File: src/include/cmsl_pkg.sv
package cmsl_pkg;

  // ==========================================================================
  // Link timing
  // ==========================================================================
  localparam int unsigned CLK_HZ            = 20_000_000;
  localparam int unsigned BIT_THRESH_NS     = 2000;
  localparam int unsigned BIT_THRESH_CYC    = (BIT_THRESH_NS * (CLK_HZ / 1_000_000)) / 1000;
  localparam int unsigned GAP_TIMEOUT_US    = 20;
  localparam int unsigned GAP_TIMEOUT_CYC   = GAP_TIMEOUT_US * (CLK_HZ / 1_000_000);
  localparam int unsigned PHASE1_US         = 1000;
  localparam int unsigned PHASE1_CYC_DEF    = PHASE1_US * (CLK_HZ / 1_000_000);
  localparam int unsigned HALF_BIT_NS       = 4000;
  localparam int unsigned HALF_BIT_CYC      = (HALF_BIT_NS * (CLK_HZ / 1_000_000)) / 1000;

  // ==========================================================================
  // Frame layout
  // ==========================================================================
  localparam logic [15:0] ENTRY_KEY         = 16'h5A5A;
  localparam int unsigned KEY_BITS          = 16;
  localparam int unsigned CMD_BITS          = 14;
  localparam int unsigned TX_BITS           = 18;
  localparam logic [1:0]  TX_START          = 2'h2;
  localparam logic [2:0]  SV_NORMAL         = 3'h5;
  localparam logic [2:0]  SV_PARITY_ERR     = 3'h6;
  localparam int unsigned CMD_DATA_LSB      = 0;
  localparam int unsigned CMD_ADDR_LSB      = 8;
  localparam int unsigned CMD_RW_POS        = 12;
  localparam int unsigned CMD_PAR_POS       = 13;
  localparam logic        CMD_WRITE         = 1'h0;

  // ==========================================================================
  // Register file
  // ==========================================================================
  localparam logic [3:0]  ADDR_THIRD_CONFIG_REGISTER        = 4'h2;
  localparam logic [3:0]  ADDR_EXIT         = 4'hA;
  localparam logic [7:0]  EXIT_DATA         = 8'h80;
  localparam int unsigned LOCK_BIT_POS      = 7;
  localparam int unsigned ANALOG_TEST_OUTPUT_ENABLE_BIT_POS      = 0;
  localparam logic [7:0]  REG_RESET         = 8'h00;

  // ==========================================================================
  // AXI4-Lite map
  // ==========================================================================
  localparam logic [7:0]  AXI_CTRL          = 8'h00;
  localparam logic [7:0]  AXI_STATUS        = 8'h04;
  localparam logic [7:0]  AXI_REGS          = 8'h40;
  localparam int unsigned CTRL_SYNC_MODE    = 0;
  localparam int unsigned CTRL_FAIL         = 1;
  localparam int unsigned CTRL_OTP_DONE     = 2;
  localparam logic [1:0]  RESP_OKAY         = 2'h0;
  localparam logic [1:0]  RESP_SLVERR       = 2'h2;

  typedef enum logic [1:0] {ST_PHASE1, ST_CONFIG, ST_NORMAL} cmsl_mode_t;

endpackage

File: src/cmsl_top.sv
`timescale 1ns/10ps
// What this block does
// - supply-fail reset: no frames, idle current
// - test output only when enable bit is 1
// - key accepted only during first start-up phase
// - compare all sixteen bits against 0x5A5A
// - commands are 14 bits, key 16
// - traffic arrives as supply-pin pulse durations
// - key accepted: reply with third config register
// - no key: later pulses sync or ignored
// - fixed reply format, no sync or auto-zero
// - Manchester-1 frame starting with bits 10b
// - 18 bits total, payload LSB first
// - parity, address, data, state vector layout
// - normal reply state vector is 101b
// - payload parity is even
// - command: parity, flag, address, data
// - flag 0 writes, flag 1 reads
// - parity error: vector 110b, zero fields
// - write stores, echoes back; locked writes ignored
// - read ignores data, returns register
// - 0x80 to 1010b exits, restarts initialisation
module cmsl_top #(
  parameter int unsigned PHASE1_CYC = cmsl_pkg::PHASE1_CYC_DEF
) (
  // Clock and reset.
  input  wire logic        REF_CLK,
  input  wire logic        RSTN,
  // Supply-fail reset from the regulator monitor.
  input  wire logic        SUPPLY_FAIL,
  // Supply-pin pulse detector, asynchronous.
  input  wire logic        BUS_SUPPLY_PULSE,
  // Current-mode transmitter, sync event, test output enable and config mode flag.
  output logic             BUS_CURRENT_HIGH,
  output logic             SYNC_PULSE_EVENT,
  output logic             ANALOG_TEST_OUTPUT_ENABLE,
  output logic             CONFIG_MODE,
  // AXI4-Lite slave.
  input  wire logic [7:0]  AWADDR,
  input  wire logic        AWVALID,
  output logic             AWREADY,
  input  wire logic [31:0] WDATA,
  input  wire logic [3:0]  WSTRB,
  input  wire logic        WVALID,
  output logic             WREADY,
  output logic [1:0]       BRESP,
  output logic             BVALID,
  input  wire logic        BREADY,
  input  wire logic [7:0]  ARADDR,
  input  wire logic        ARVALID,
  output logic             ARREADY,
  output logic [31:0]      RDATA,
  output logic [1:0]       RRESP,
  output logic             RVALID,
  input  wire logic        RREADY
);

  // ==========================================================================
  // State
  // ==========================================================================
  typedef struct packed {
    logic [1:0]           sync;
    logic                 pin;
    cmsl_pkg::cmsl_mode_t mode;
    logic [31:0]          phase_cnt;
    logic [15:0]          pw_cnt;
    logic [15:0]          gap_cnt;
    logic [15:0]          rx_sr;
    logic [4:0]           rx_n;
    logic [127:0]         regs;
    logic                 tx_busy;
    logic [35:0]          tx_sr;
    logic [5:0]           tx_n;
    logic [15:0]          tx_cnt;
    logic                 tx_exit;
    logic                 cur;
    logic                 sync_ev;
    logic                 sync_mode;
    logic                 aw_got;
    logic                 w_got;
    logic [7:0]           aw_addr;
    logic [31:0]          w_data;
    logic                 bvalid;
    logic                 rvalid;
    logic [31:0]          rdata;
    logic [1:0]           rresp;
    logic [1:0]           bresp;
    logic                 aw_rdy;
    logic                 w_rdy;
    logic                 ar_rdy;
    logic                 cfg;
  } cmsl_state_t;

  cmsl_state_t s_q;
  cmsl_state_t s_d;

  // Builds the 36 half-bit Manchester-1 line levels, sent from bit 0 upward.
  function automatic logic [35:0] cmsl_frame(input logic [3:0] a, input logic [7:0] d,
                                             input logic [2:0] sv);
    logic [15:0] pl;
    logic [17:0] bits;
    logic [35:0] half;
    pl        = {1'h0, a, d, sv};
    pl[15]    = ^pl[14:0];
    bits      = {pl, cmsl_pkg::TX_START[0], cmsl_pkg::TX_START[1]};
    half      = '0;
    for (int i = 0; i < 18; i++) begin
      half[2*i]   = bits[i];
      half[2*i+1] = ~bits[i];
    end
    return half;
  endfunction

  logic [3:0]  c_addr;
  logic [7:0]  c_data;
  logic [7:0]  c_cur;
  logic        locked;
  logic        bit_val;
  logic        pin_fall;
  logic        pin_rise;
  logic [3:0]  ra;

  always_comb begin
    s_d      = s_q;
    c_addr   = s_q.rx_sr[cmsl_pkg::CMD_ADDR_LSB +: 4];
    c_data   = s_q.rx_sr[cmsl_pkg::CMD_DATA_LSB +: 8];
    c_cur    = s_q.regs[{c_addr, 3'h0} +: 8];
    locked   = s_q.regs[{cmsl_pkg::ADDR_THIRD_CONFIG_REGISTER, 3'h0} + 7'(cmsl_pkg::LOCK_BIT_POS)];
    bit_val  = s_q.pw_cnt >= 16'(cmsl_pkg::BIT_THRESH_CYC);
    ra       = 4'h0;
    s_d.sync    = {s_q.sync[0], BUS_SUPPLY_PULSE};
    s_d.pin     = s_q.sync[1];
    pin_rise    = s_q.sync[1] & ~s_q.pin;
    pin_fall    = ~s_q.sync[1] & s_q.pin;
    s_d.sync_ev = 1'b0;

    // ========================================================================
    // Pulse-duration receiver
    // ========================================================================
    if (pin_rise) begin
      s_d.pw_cnt = 16'h0000;
    end else if (s_q.pin && s_q.pw_cnt != 16'hFFFF) begin
      s_d.pw_cnt = s_q.pw_cnt + 16'h0001;
    end
    if (s_q.phase_cnt != 32'hFFFFFFFF) begin
      s_d.phase_cnt = s_q.phase_cnt + 32'h1;
    end
    if (pin_fall) begin
      s_d.gap_cnt = 16'h0000;
    end else if (s_q.gap_cnt != 16'hFFFF) begin
      s_d.gap_cnt = s_q.gap_cnt + 16'h0001;
    end

    case (s_q.mode)
      cmsl_pkg::ST_PHASE1: begin
        if (pin_fall) begin
          s_d.rx_sr = {bit_val, s_q.rx_sr[15:1]};
          if ({bit_val, s_q.rx_sr[15:1]} == cmsl_pkg::ENTRY_KEY && !s_q.tx_busy) begin
            s_d.mode    = cmsl_pkg::ST_CONFIG;
            s_d.rx_sr   = 16'h0000;
            s_d.rx_n    = 5'h00;
            s_d.tx_busy = 1'b1;
            s_d.tx_n    = 6'h00;
            s_d.tx_cnt  = 16'h0000;
            s_d.tx_sr   = cmsl_frame(cmsl_pkg::ADDR_THIRD_CONFIG_REGISTER,
                                     s_q.regs[{cmsl_pkg::ADDR_THIRD_CONFIG_REGISTER, 3'h0} +: 8],
                                     cmsl_pkg::SV_NORMAL);
          end
        end
        if (s_q.phase_cnt >= 32'(PHASE1_CYC) && s_d.mode == cmsl_pkg::ST_PHASE1) begin
          s_d.mode = cmsl_pkg::ST_NORMAL;
        end
      end
      cmsl_pkg::ST_CONFIG: begin
        if (pin_fall && !s_q.tx_busy) begin
          s_d.rx_sr = {bit_val, s_q.rx_sr[15:1]};
          s_d.rx_n  = s_q.rx_n + 5'h01;
        end
        if (s_q.rx_n != 5'h00 && s_q.gap_cnt >= 16'(cmsl_pkg::GAP_TIMEOUT_CYC)) begin
          s_d.rx_n  = 5'h00;
          s_d.rx_sr = 16'h0000;
        end else if (s_q.rx_n == 5'(cmsl_pkg::CMD_BITS) && !s_q.tx_busy) begin
          c_addr      = s_q.rx_sr[15-13+cmsl_pkg::CMD_ADDR_LSB +: 4];
          c_data      = s_q.rx_sr[15-13+cmsl_pkg::CMD_DATA_LSB +: 8];
          c_cur       = s_q.regs[{c_addr, 3'h0} +: 8];
          s_d.rx_n    = 5'h00;
          s_d.rx_sr   = 16'h0000;
          s_d.tx_busy = 1'b1;
          s_d.tx_n    = 6'h00;
          s_d.tx_cnt  = 16'h0000;
          if (^s_q.rx_sr[15:2]) begin
            s_d.tx_sr = cmsl_frame(4'h0, 8'h00, cmsl_pkg::SV_PARITY_ERR);
          end else if (s_q.rx_sr[2+cmsl_pkg::CMD_RW_POS] == cmsl_pkg::CMD_WRITE) begin
            if (c_addr == cmsl_pkg::ADDR_EXIT && c_data == cmsl_pkg::EXIT_DATA) begin
              s_d.tx_exit = 1'b1;
              s_d.tx_sr   = cmsl_frame(c_addr, c_data, cmsl_pkg::SV_NORMAL);
            end else if (!locked) begin
              s_d.regs[{c_addr, 3'h0} +: 8] = c_data;
              s_d.tx_sr = cmsl_frame(c_addr, c_data, cmsl_pkg::SV_NORMAL);
            end else begin
              s_d.tx_sr = cmsl_frame(c_addr, c_cur, cmsl_pkg::SV_NORMAL);
            end
          end else begin
            s_d.tx_sr = cmsl_frame(c_addr, c_cur, cmsl_pkg::SV_NORMAL);
          end
        end
      end
      cmsl_pkg::ST_NORMAL: begin
        s_d.sync_ev = pin_fall & s_q.sync_mode;
      end
      default: begin
        s_d.mode = cmsl_pkg::ST_PHASE1;
      end
    endcase

    // ========================================================================
    // Manchester transmitter
    // ========================================================================
    s_d.cur = 1'b0;
    if (s_q.tx_busy) begin
      s_d.cur = s_q.tx_sr[0];
      if (s_q.tx_cnt == 16'(cmsl_pkg::HALF_BIT_CYC - 1)) begin
        s_d.tx_cnt = 16'h0000;
        s_d.tx_sr  = {1'b0, s_q.tx_sr[35:1]};
        s_d.tx_n   = s_q.tx_n + 6'h01;
        if (s_q.tx_n == 6'(2 * cmsl_pkg::TX_BITS - 1)) begin
          s_d.tx_busy = 1'b0;
          if (s_q.tx_exit) begin
            s_d.tx_exit   = 1'b0;
            s_d.mode      = cmsl_pkg::ST_PHASE1;
            s_d.phase_cnt = 32'h0;
            s_d.rx_sr     = 16'h0000;
          end
        end
      end else begin
        s_d.tx_cnt = s_q.tx_cnt + 16'h0001;
      end
    end

    // ========================================================================
    // AXI4-Lite slave
    // ========================================================================
    if (AWVALID && !s_q.aw_got && !s_q.bvalid) begin
      s_d.aw_got  = 1'b1;
      s_d.aw_addr = AWADDR;
    end
    if (WVALID && !s_q.w_got && !s_q.bvalid) begin
      s_d.w_got  = 1'b1;
      s_d.w_data = WDATA;
    end
    if (s_q.aw_got && s_q.w_got) begin
      s_d.aw_got = 1'b0;
      s_d.w_got  = 1'b0;
      s_d.bvalid = 1'b1;
      s_d.bresp  = cmsl_pkg::RESP_OKAY;
      if (s_q.aw_addr[7:2] == cmsl_pkg::AXI_CTRL[7:2]) begin
        if (WSTRB[0] || 1'b1) begin
          s_d.sync_mode = s_q.w_data[cmsl_pkg::CTRL_SYNC_MODE];
        end
      end else if (s_q.aw_addr[7:2] != cmsl_pkg::AXI_STATUS[7:2]) begin
        s_d.bresp = cmsl_pkg::RESP_SLVERR;
      end
    end
    if (s_q.bvalid && BREADY) begin
      s_d.bvalid = 1'b0;
    end
    if (ARVALID && !s_q.rvalid) begin
      s_d.rvalid = 1'b1;
      s_d.rresp  = cmsl_pkg::RESP_OKAY;
      s_d.rdata  = 32'h0;
      ra         = ARADDR[5:2];
      if (ARADDR[7:2] == cmsl_pkg::AXI_CTRL[7:2]) begin
        s_d.rdata[cmsl_pkg::CTRL_SYNC_MODE] = s_q.sync_mode;
      end else if (ARADDR[7:2] == cmsl_pkg::AXI_STATUS[7:2]) begin
        s_d.rdata = {25'h0, s_q.tx_busy, s_q.rx_n[3:0], s_q.mode};
      end else if (ARADDR[7:6] == cmsl_pkg::AXI_REGS[7:6]) begin
        s_d.rdata = {24'h0, s_q.regs[{ra, 3'h0} +: 8]};
      end else begin
        s_d.rresp = cmsl_pkg::RESP_SLVERR;
      end
    end
    if (s_q.rvalid && RREADY) begin
      s_d.rvalid = 1'b0;
    end

    // Supply-fail holds the link silent and restarts start-up.
    if (SUPPLY_FAIL) begin
      s_d.tx_busy   = 1'b0;
      s_d.cur       = 1'b0;
      s_d.tx_exit   = 1'b0;
      s_d.mode      = cmsl_pkg::ST_PHASE1;
      s_d.phase_cnt = 32'h0;
      s_d.rx_n      = 5'h00;
      s_d.rx_sr     = 16'h0000;
    end

    // ========================================================================
    // Output registers
    // ========================================================================
    // Readies and the mode flag are registered copies of the next state, so
    // every output leaves the block from a flip-flop with unchanged timing.
    s_d.aw_rdy = !s_d.aw_got && !s_d.bvalid;
    s_d.w_rdy  = !s_d.w_got && !s_d.bvalid;
    s_d.ar_rdy = !s_d.rvalid;
    s_d.cfg    = s_d.mode == cmsl_pkg::ST_CONFIG;
  end

  always_ff @(posedge REF_CLK or negedge RSTN) begin
    if (!RSTN) begin
      s_q      <= '0;
      s_q.mode   <= cmsl_pkg::ST_PHASE1;
      s_q.aw_rdy <= 1'b1;
      s_q.w_rdy  <= 1'b1;
      s_q.ar_rdy <= 1'b1;
    end else begin
      s_q <= s_d;
    end
  end

  // ==========================================================================
  // Outputs
  // ==========================================================================
  assign BUS_CURRENT_HIGH          = s_q.cur;
  assign SYNC_PULSE_EVENT          = s_q.sync_ev;
  assign ANALOG_TEST_OUTPUT_ENABLE = s_q.regs[{cmsl_pkg::ADDR_THIRD_CONFIG_REGISTER, 3'h0}];
  assign CONFIG_MODE               = s_q.cfg;
  assign AWREADY                   = s_q.aw_rdy;
  assign WREADY                    = s_q.w_rdy;
  assign BVALID                    = s_q.bvalid;
  assign BRESP                     = s_q.bresp;
  assign ARREADY                   = s_q.ar_rdy;
  assign RVALID                    = s_q.rvalid;
  assign RDATA                     = s_q.rdata;
  assign RRESP                     = s_q.rresp;

endmodule

File: config.mk
export PLATFORM = sky130hd
export DESIGN_NAME = cmsl_top
export DESIGN_NICKNAME = d
export VERILOG_FILES = /design/src/include/cmsl_pkg.sv /design/src/cmsl_top.sv
export SDC_FILE = /design/constraint.sdc
export NUM_CORES = 1
export LEC_CHECK = 0
export ABC_AREA = 1
export BUFFER_PORTS_ARGS = -buffer_cell sky130_fd_sc_hd__buf_2
export CAP_MARGIN = 30
export CELL_PAD_IN_SITES_DETAIL_PLACEMENT = 0
export CELL_PAD_IN_SITES_GLOBAL_PLACEMENT = 2
export CORE_MARGIN = 5
export CORE_UTILIZATION = 39
export DETAILED_ROUTE_END_ITERATION = 16
export PLACE_DENSITY = 0.88
export REMOVE_ABC_BUFFERS = 1
export SETUP_SLACK_MARGIN = 0.15
export SYNTH_ARGS = -nofsm -noshare
export SYNTH_HDL_FRONTEND = slang
export SYNTH_SLANG_ARGS = --single-unit
File: constraint.sdc
create_clock -name REF_CLK -period 8.02 [get_ports REF_CLK]
set_input_delay 0.401 -clock REF_CLK [delete_from_list [all_inputs] [get_ports REF_CLK]]
set_output_delay 0.401 -clock REF_CLK [all_outputs]
set_load 0.1 [all_outputs]
## Yosys cells after proc, flatten, opt, wreduce, memory -nomap -nowiden

Cells that the tools add are included.

| storage, ports and cells | value |
|---|---|
| output and inout bits | 45 |
| logic and storage cells | 221 |
| input port bits | 61 |
| flip-flop bits (word level) | 334 |

| operators by class | value |
|---|---|
| add/subtract/negate cells | 7 |
| mux-type cells | 69 |
| shift-type cells | 4 |
| equal/unequal tests | 22 |
| order comparisons | 3 |
| reductions and logical operators | 45 |
| bitwise gates (word level) | 40 |

Operator list:

| operator | count |
|---|---|
| $mux 128 | 4 |
| $shiftx 128x8->8 | 2 |
| $mux 209 | 1 |
| $mux 34 | 5 |
| $mux 16 | 9 |
| $mux 36 | 4 |
| $bwmux 128 | 1 |
| $shift 8x9->128 const A | 1 |
| $shiftx 8x9->128 | 1 |
| $mux 59 | 2 |
| $pmux 59 s2 | 1 |
| $mux 21 | 5 |
| $mux 61 | 1 |
| $mux 60 | 1 |
| $add 16x1->16 const B | 3 |
| $reduce_xor 15->1 | 3 |
| $mux 43 | 1 |
| $pmux 21 s2 | 1 |
| $not 1->1 | 37 |
| $mux 35 | 1 |
| $add 32x1->32 const B | 1 |
| $ge 32x15->1 const B | 1 |
| $mux 32 | 1 |
| $ne 16x16->1 const B | 2 |
| 38 further kinds | 101 |

## Depth between registers and ports, before layout

| depth | value |
|---|---|
| word-level depth | 16 |
| gate-level depth with buffers | 20 |
| depth with buffers taken out | 20 |

## Worst setup path before layout

OpenSTA, ideal clock, no wires.

| timing path | value |
|---|---|
| kind | register to register |
| from | register s_q[291] (netlist name) |
| to | register with a tool-made name |
| stages on the path, launching flop included | 17 |
| library setup time | 0.133 ns |
| path buffers | 5 |
| arrival | 2.689 ns |
| slack | 5.199 ns |
| data required time | 7.887 ns |
| clock period less this slack | 2.821 ns |
| cell sequence | dfrtp_1 -> buf_2 -> inv_1 -> buf_2 -> ha_1 -> buf_2 -> xnor2_1 -> xnor2_1 -> xnor2_1 -> nand4_1 -> nor2_1 -> and3_1 -> buf_6 -> nand3_4 -> buf_6 -> nand2_1 -> o31ai_2 |

RTL lines:

| item | RTL line | text |
|---|---|---|
| start: declaration | cmsl_top.sv:94 | `cmsl_state_t s_q;` |

==> impl_metrics.yaml <==
run_status:
  status: "completed"
min_path:
  hp-class: "in -> reg"
  min_path_cells: 2
  worstHoldStart: "AWADDR[6]"
  worstHoldEndpoint: "s_q[80]"
worst_setup_path:
  r2r_start: "s_q[292]"
  r2r_slack_ps: 3030
  cp_data_required_time_ps: 8450
  crit_start: "s_q[292]"
  r2r_cells: 9
  critical_path_peak_fanout: 26
  end_kind: "register"
  setup.worst_path.start_class: "register"
  crit_type: "reg -> reg"
  worstPathArrival_ps: 5410
synth:
  synthFlopType: "dfrtp_1"
  syn_inst: 2499
  yosysWarnings: 0
  avgSynthCellArea_um2: 7.304
  syn-cell-area_mm2: 0.01825
  yosys_register_bits: 305
  synth_edf_count: 0
  synthDistinctLibCells: 57
  seq_area_frac_synth: 0.4184
  async_flop_share: 1.000
floorplanning:
  die_y_um: 226.3
  die_area_mm2: 0.05123
  placementRows: 79
  core_mm2: 0.04646
  pin_count: 106
  die_w_um: 226.3
  start_util: 0.3929
pwr:
  power.density_mw_per_mm2: 202.8
  finalPower_mw: 4.048
  leakage_nw: 8.676
  ir_worst_vdd_v: 0.0001659
sta:
  setup_ws_ps: 3031
  drv_slew: 0
  hold_violations: 0
  fin_skew_ps: 26.17
  period_share: 0.6220
  relSlewSlack: 0.3084
  setup-tns-final_ps: 0
  worstMarginPinSlew_ps: 1028
  rsz0062_at_grt: "false"
  fin_crit_ps: 4989
  max_freq_ghz: 0.2005
  worst_hold_slack_ps: 83.94
  final-setup-viol-count: 0
layout:
  layout-drive-gt1-share: 0.06552
  n_antenna_cell: 0
  nets: 2565
  syn_to_final_growth_pct: 9.357
  finalInstanceArea_mm2: 0.01996
  final_cell_mix: "nand2_1 (533), dfrtp_1 (301), inv_1 (298)"
  post-route-util: 0.4297
  stdcell_count: 3110
  final_common_cell: "nand2_1"
clock_network:
  post-cts-setup-buffer-count: 0
  root_buffer: "clkbuf_16"
  h-tree-depth: 2
  clockBufferDepth: 3
  clk_pin_slew_worst_paths_ps: 60
  cts_resized: 0
  cts.sinks: 305
  tritoncts: "yes"
  numCtsBuffers: 38
  worstSkewPairLatency_ps: 550
placement:
  place_inst: 3040
  io_buffers: 40
  placed_area_mm2: 0.01872
  dpl.hpwl_um: 40800
  post-place-ws_ps: 3151
  globalplace.congestion: 0.8827
grt:
  grt_pass1_wl_um: 92760
  antenna_found_initial: 0
  grt_start_max_net_pins: 134
  grt_pass1_vias: 15960
  grtUsageTotal: 0.2301
  gr-total-overflow: 0
routing:
  first_iter_violations: 1752
  post_drt_wl_per_cell_um: 19.06
  firstDrtPassIters: 6
  routed-via-count: 16780
  drc: 0
  drt-total-wl_um: 59290
  ant_nets: 0
  vias_per_cell: 5.394
job:
  timing.max_cap.violations: 0
cell usage after synthesis (5+ instances only):
master / count / area (µm²)
a211oi_1: 9 / 67.56
clkbuf_1: 77 / 289.0
nand2_1: 534 / 2004
buf_2: 33 / 165.2
o21ai_0: 255 / 1276
nor3_1: 48 / 240.2
nor4_1: 12 / 75.07
xnor2_1: 17 / 148.9
a22oi_1: 11 / 82.58
o31ai_2: 6 / 75.07
ha_1: 29 / 362.9
o31ai_1: 22 / 165.2
inv_2: 5 / 18.77
nor2_1: 262 / 983.4
nand3_1: 196 / 980.9
nand2_2: 5 / 31.28
a21oi_1: 139 / 695.7
a31oi_1: 13 / 81.33
inv_1: 299 / 1122
nand4_1: 26 / 162.7
buf_4: 36 / 270.3
xor2_1: 27 / 236.5
buf_6: 5 / 56.30
o22ai_1: 25 / 156.4
mux2_2: 7 / 78.83
o211ai_1: 15 / 112.6
dfrtp_1: 302 / 7557
o221ai_1: 24 / 210.2
worst max-delay path by stage:
stage,to,slack (ps),depth (start not counted)
floorplan,register,1790,8
global placement,register,3210,12
detailed placement,register,3150,9
CTS,register,3140,11
global route,register,2740,9
finish,register,3030,9
per-layer routing:
metal | GRT usage | up-vias | routed length, µm
li1 | - | 8160 | -
met1 | 0.3356 | 7925 | 27420
met2 | 0.3482 | 591 | 25680
met3 | 0.04298 | 99 | 4440
met4 | 0.07180 | 0 | 1748
met5 | 0 | - | 0
cell families (layout without fill, tap and decap cells):
logic type               count (synthesis)  in the layout  synth area share
AO/OA/AOI/OAI                          542            542            0.1703
XOR/XNOR                                44             44           0.02111
adder cells (fa/ha/maj)                 29             29           0.01988
buffers and inverters                  460            439            0.1063
flip-flops                             305            305            0.4184
multiplexers                             7              7          0.004319
other                                    1             26         0.0002055
AND/OR/NAND/NOR                       1111           1111            0.2595
repair_timing:
item | in CTS | in global routing
hold buffers | 2 | 0
endpoints found under the setup margin | 0 | 0
hold endpoints to repair | 74 | 0
worst max-delay path, cell delays in order, from the launching register on:
cell and delay [ps]:
dfrtp_1 940, clkinv_1 880, or2_2 540, nand2_1 70, buf_4 380, clkinv_1 450, buf_4 390, nor3_1 180
nand3_1 600, o21ai_0 400
final cells by class:
cell class,instances,area (µm²)
Fill cell,4790,26500
Multi-Input combinational cell,1759,8772
Sequential cell,305,7640
Clock buffer,61,1149
Inverter,306,1149
Tap cell,607,759.5
Timing Repair Buffer,65,422.9
Clock inverter,7,68.82
report_power, final:
part           switching [mW]  internal [mW]
Sequential             0.0612           1.61
Clock                   0.683           1.01
Combinational           0.526          0.157
Total                    1.27           2.78
(Power assumes the default switching activity.)
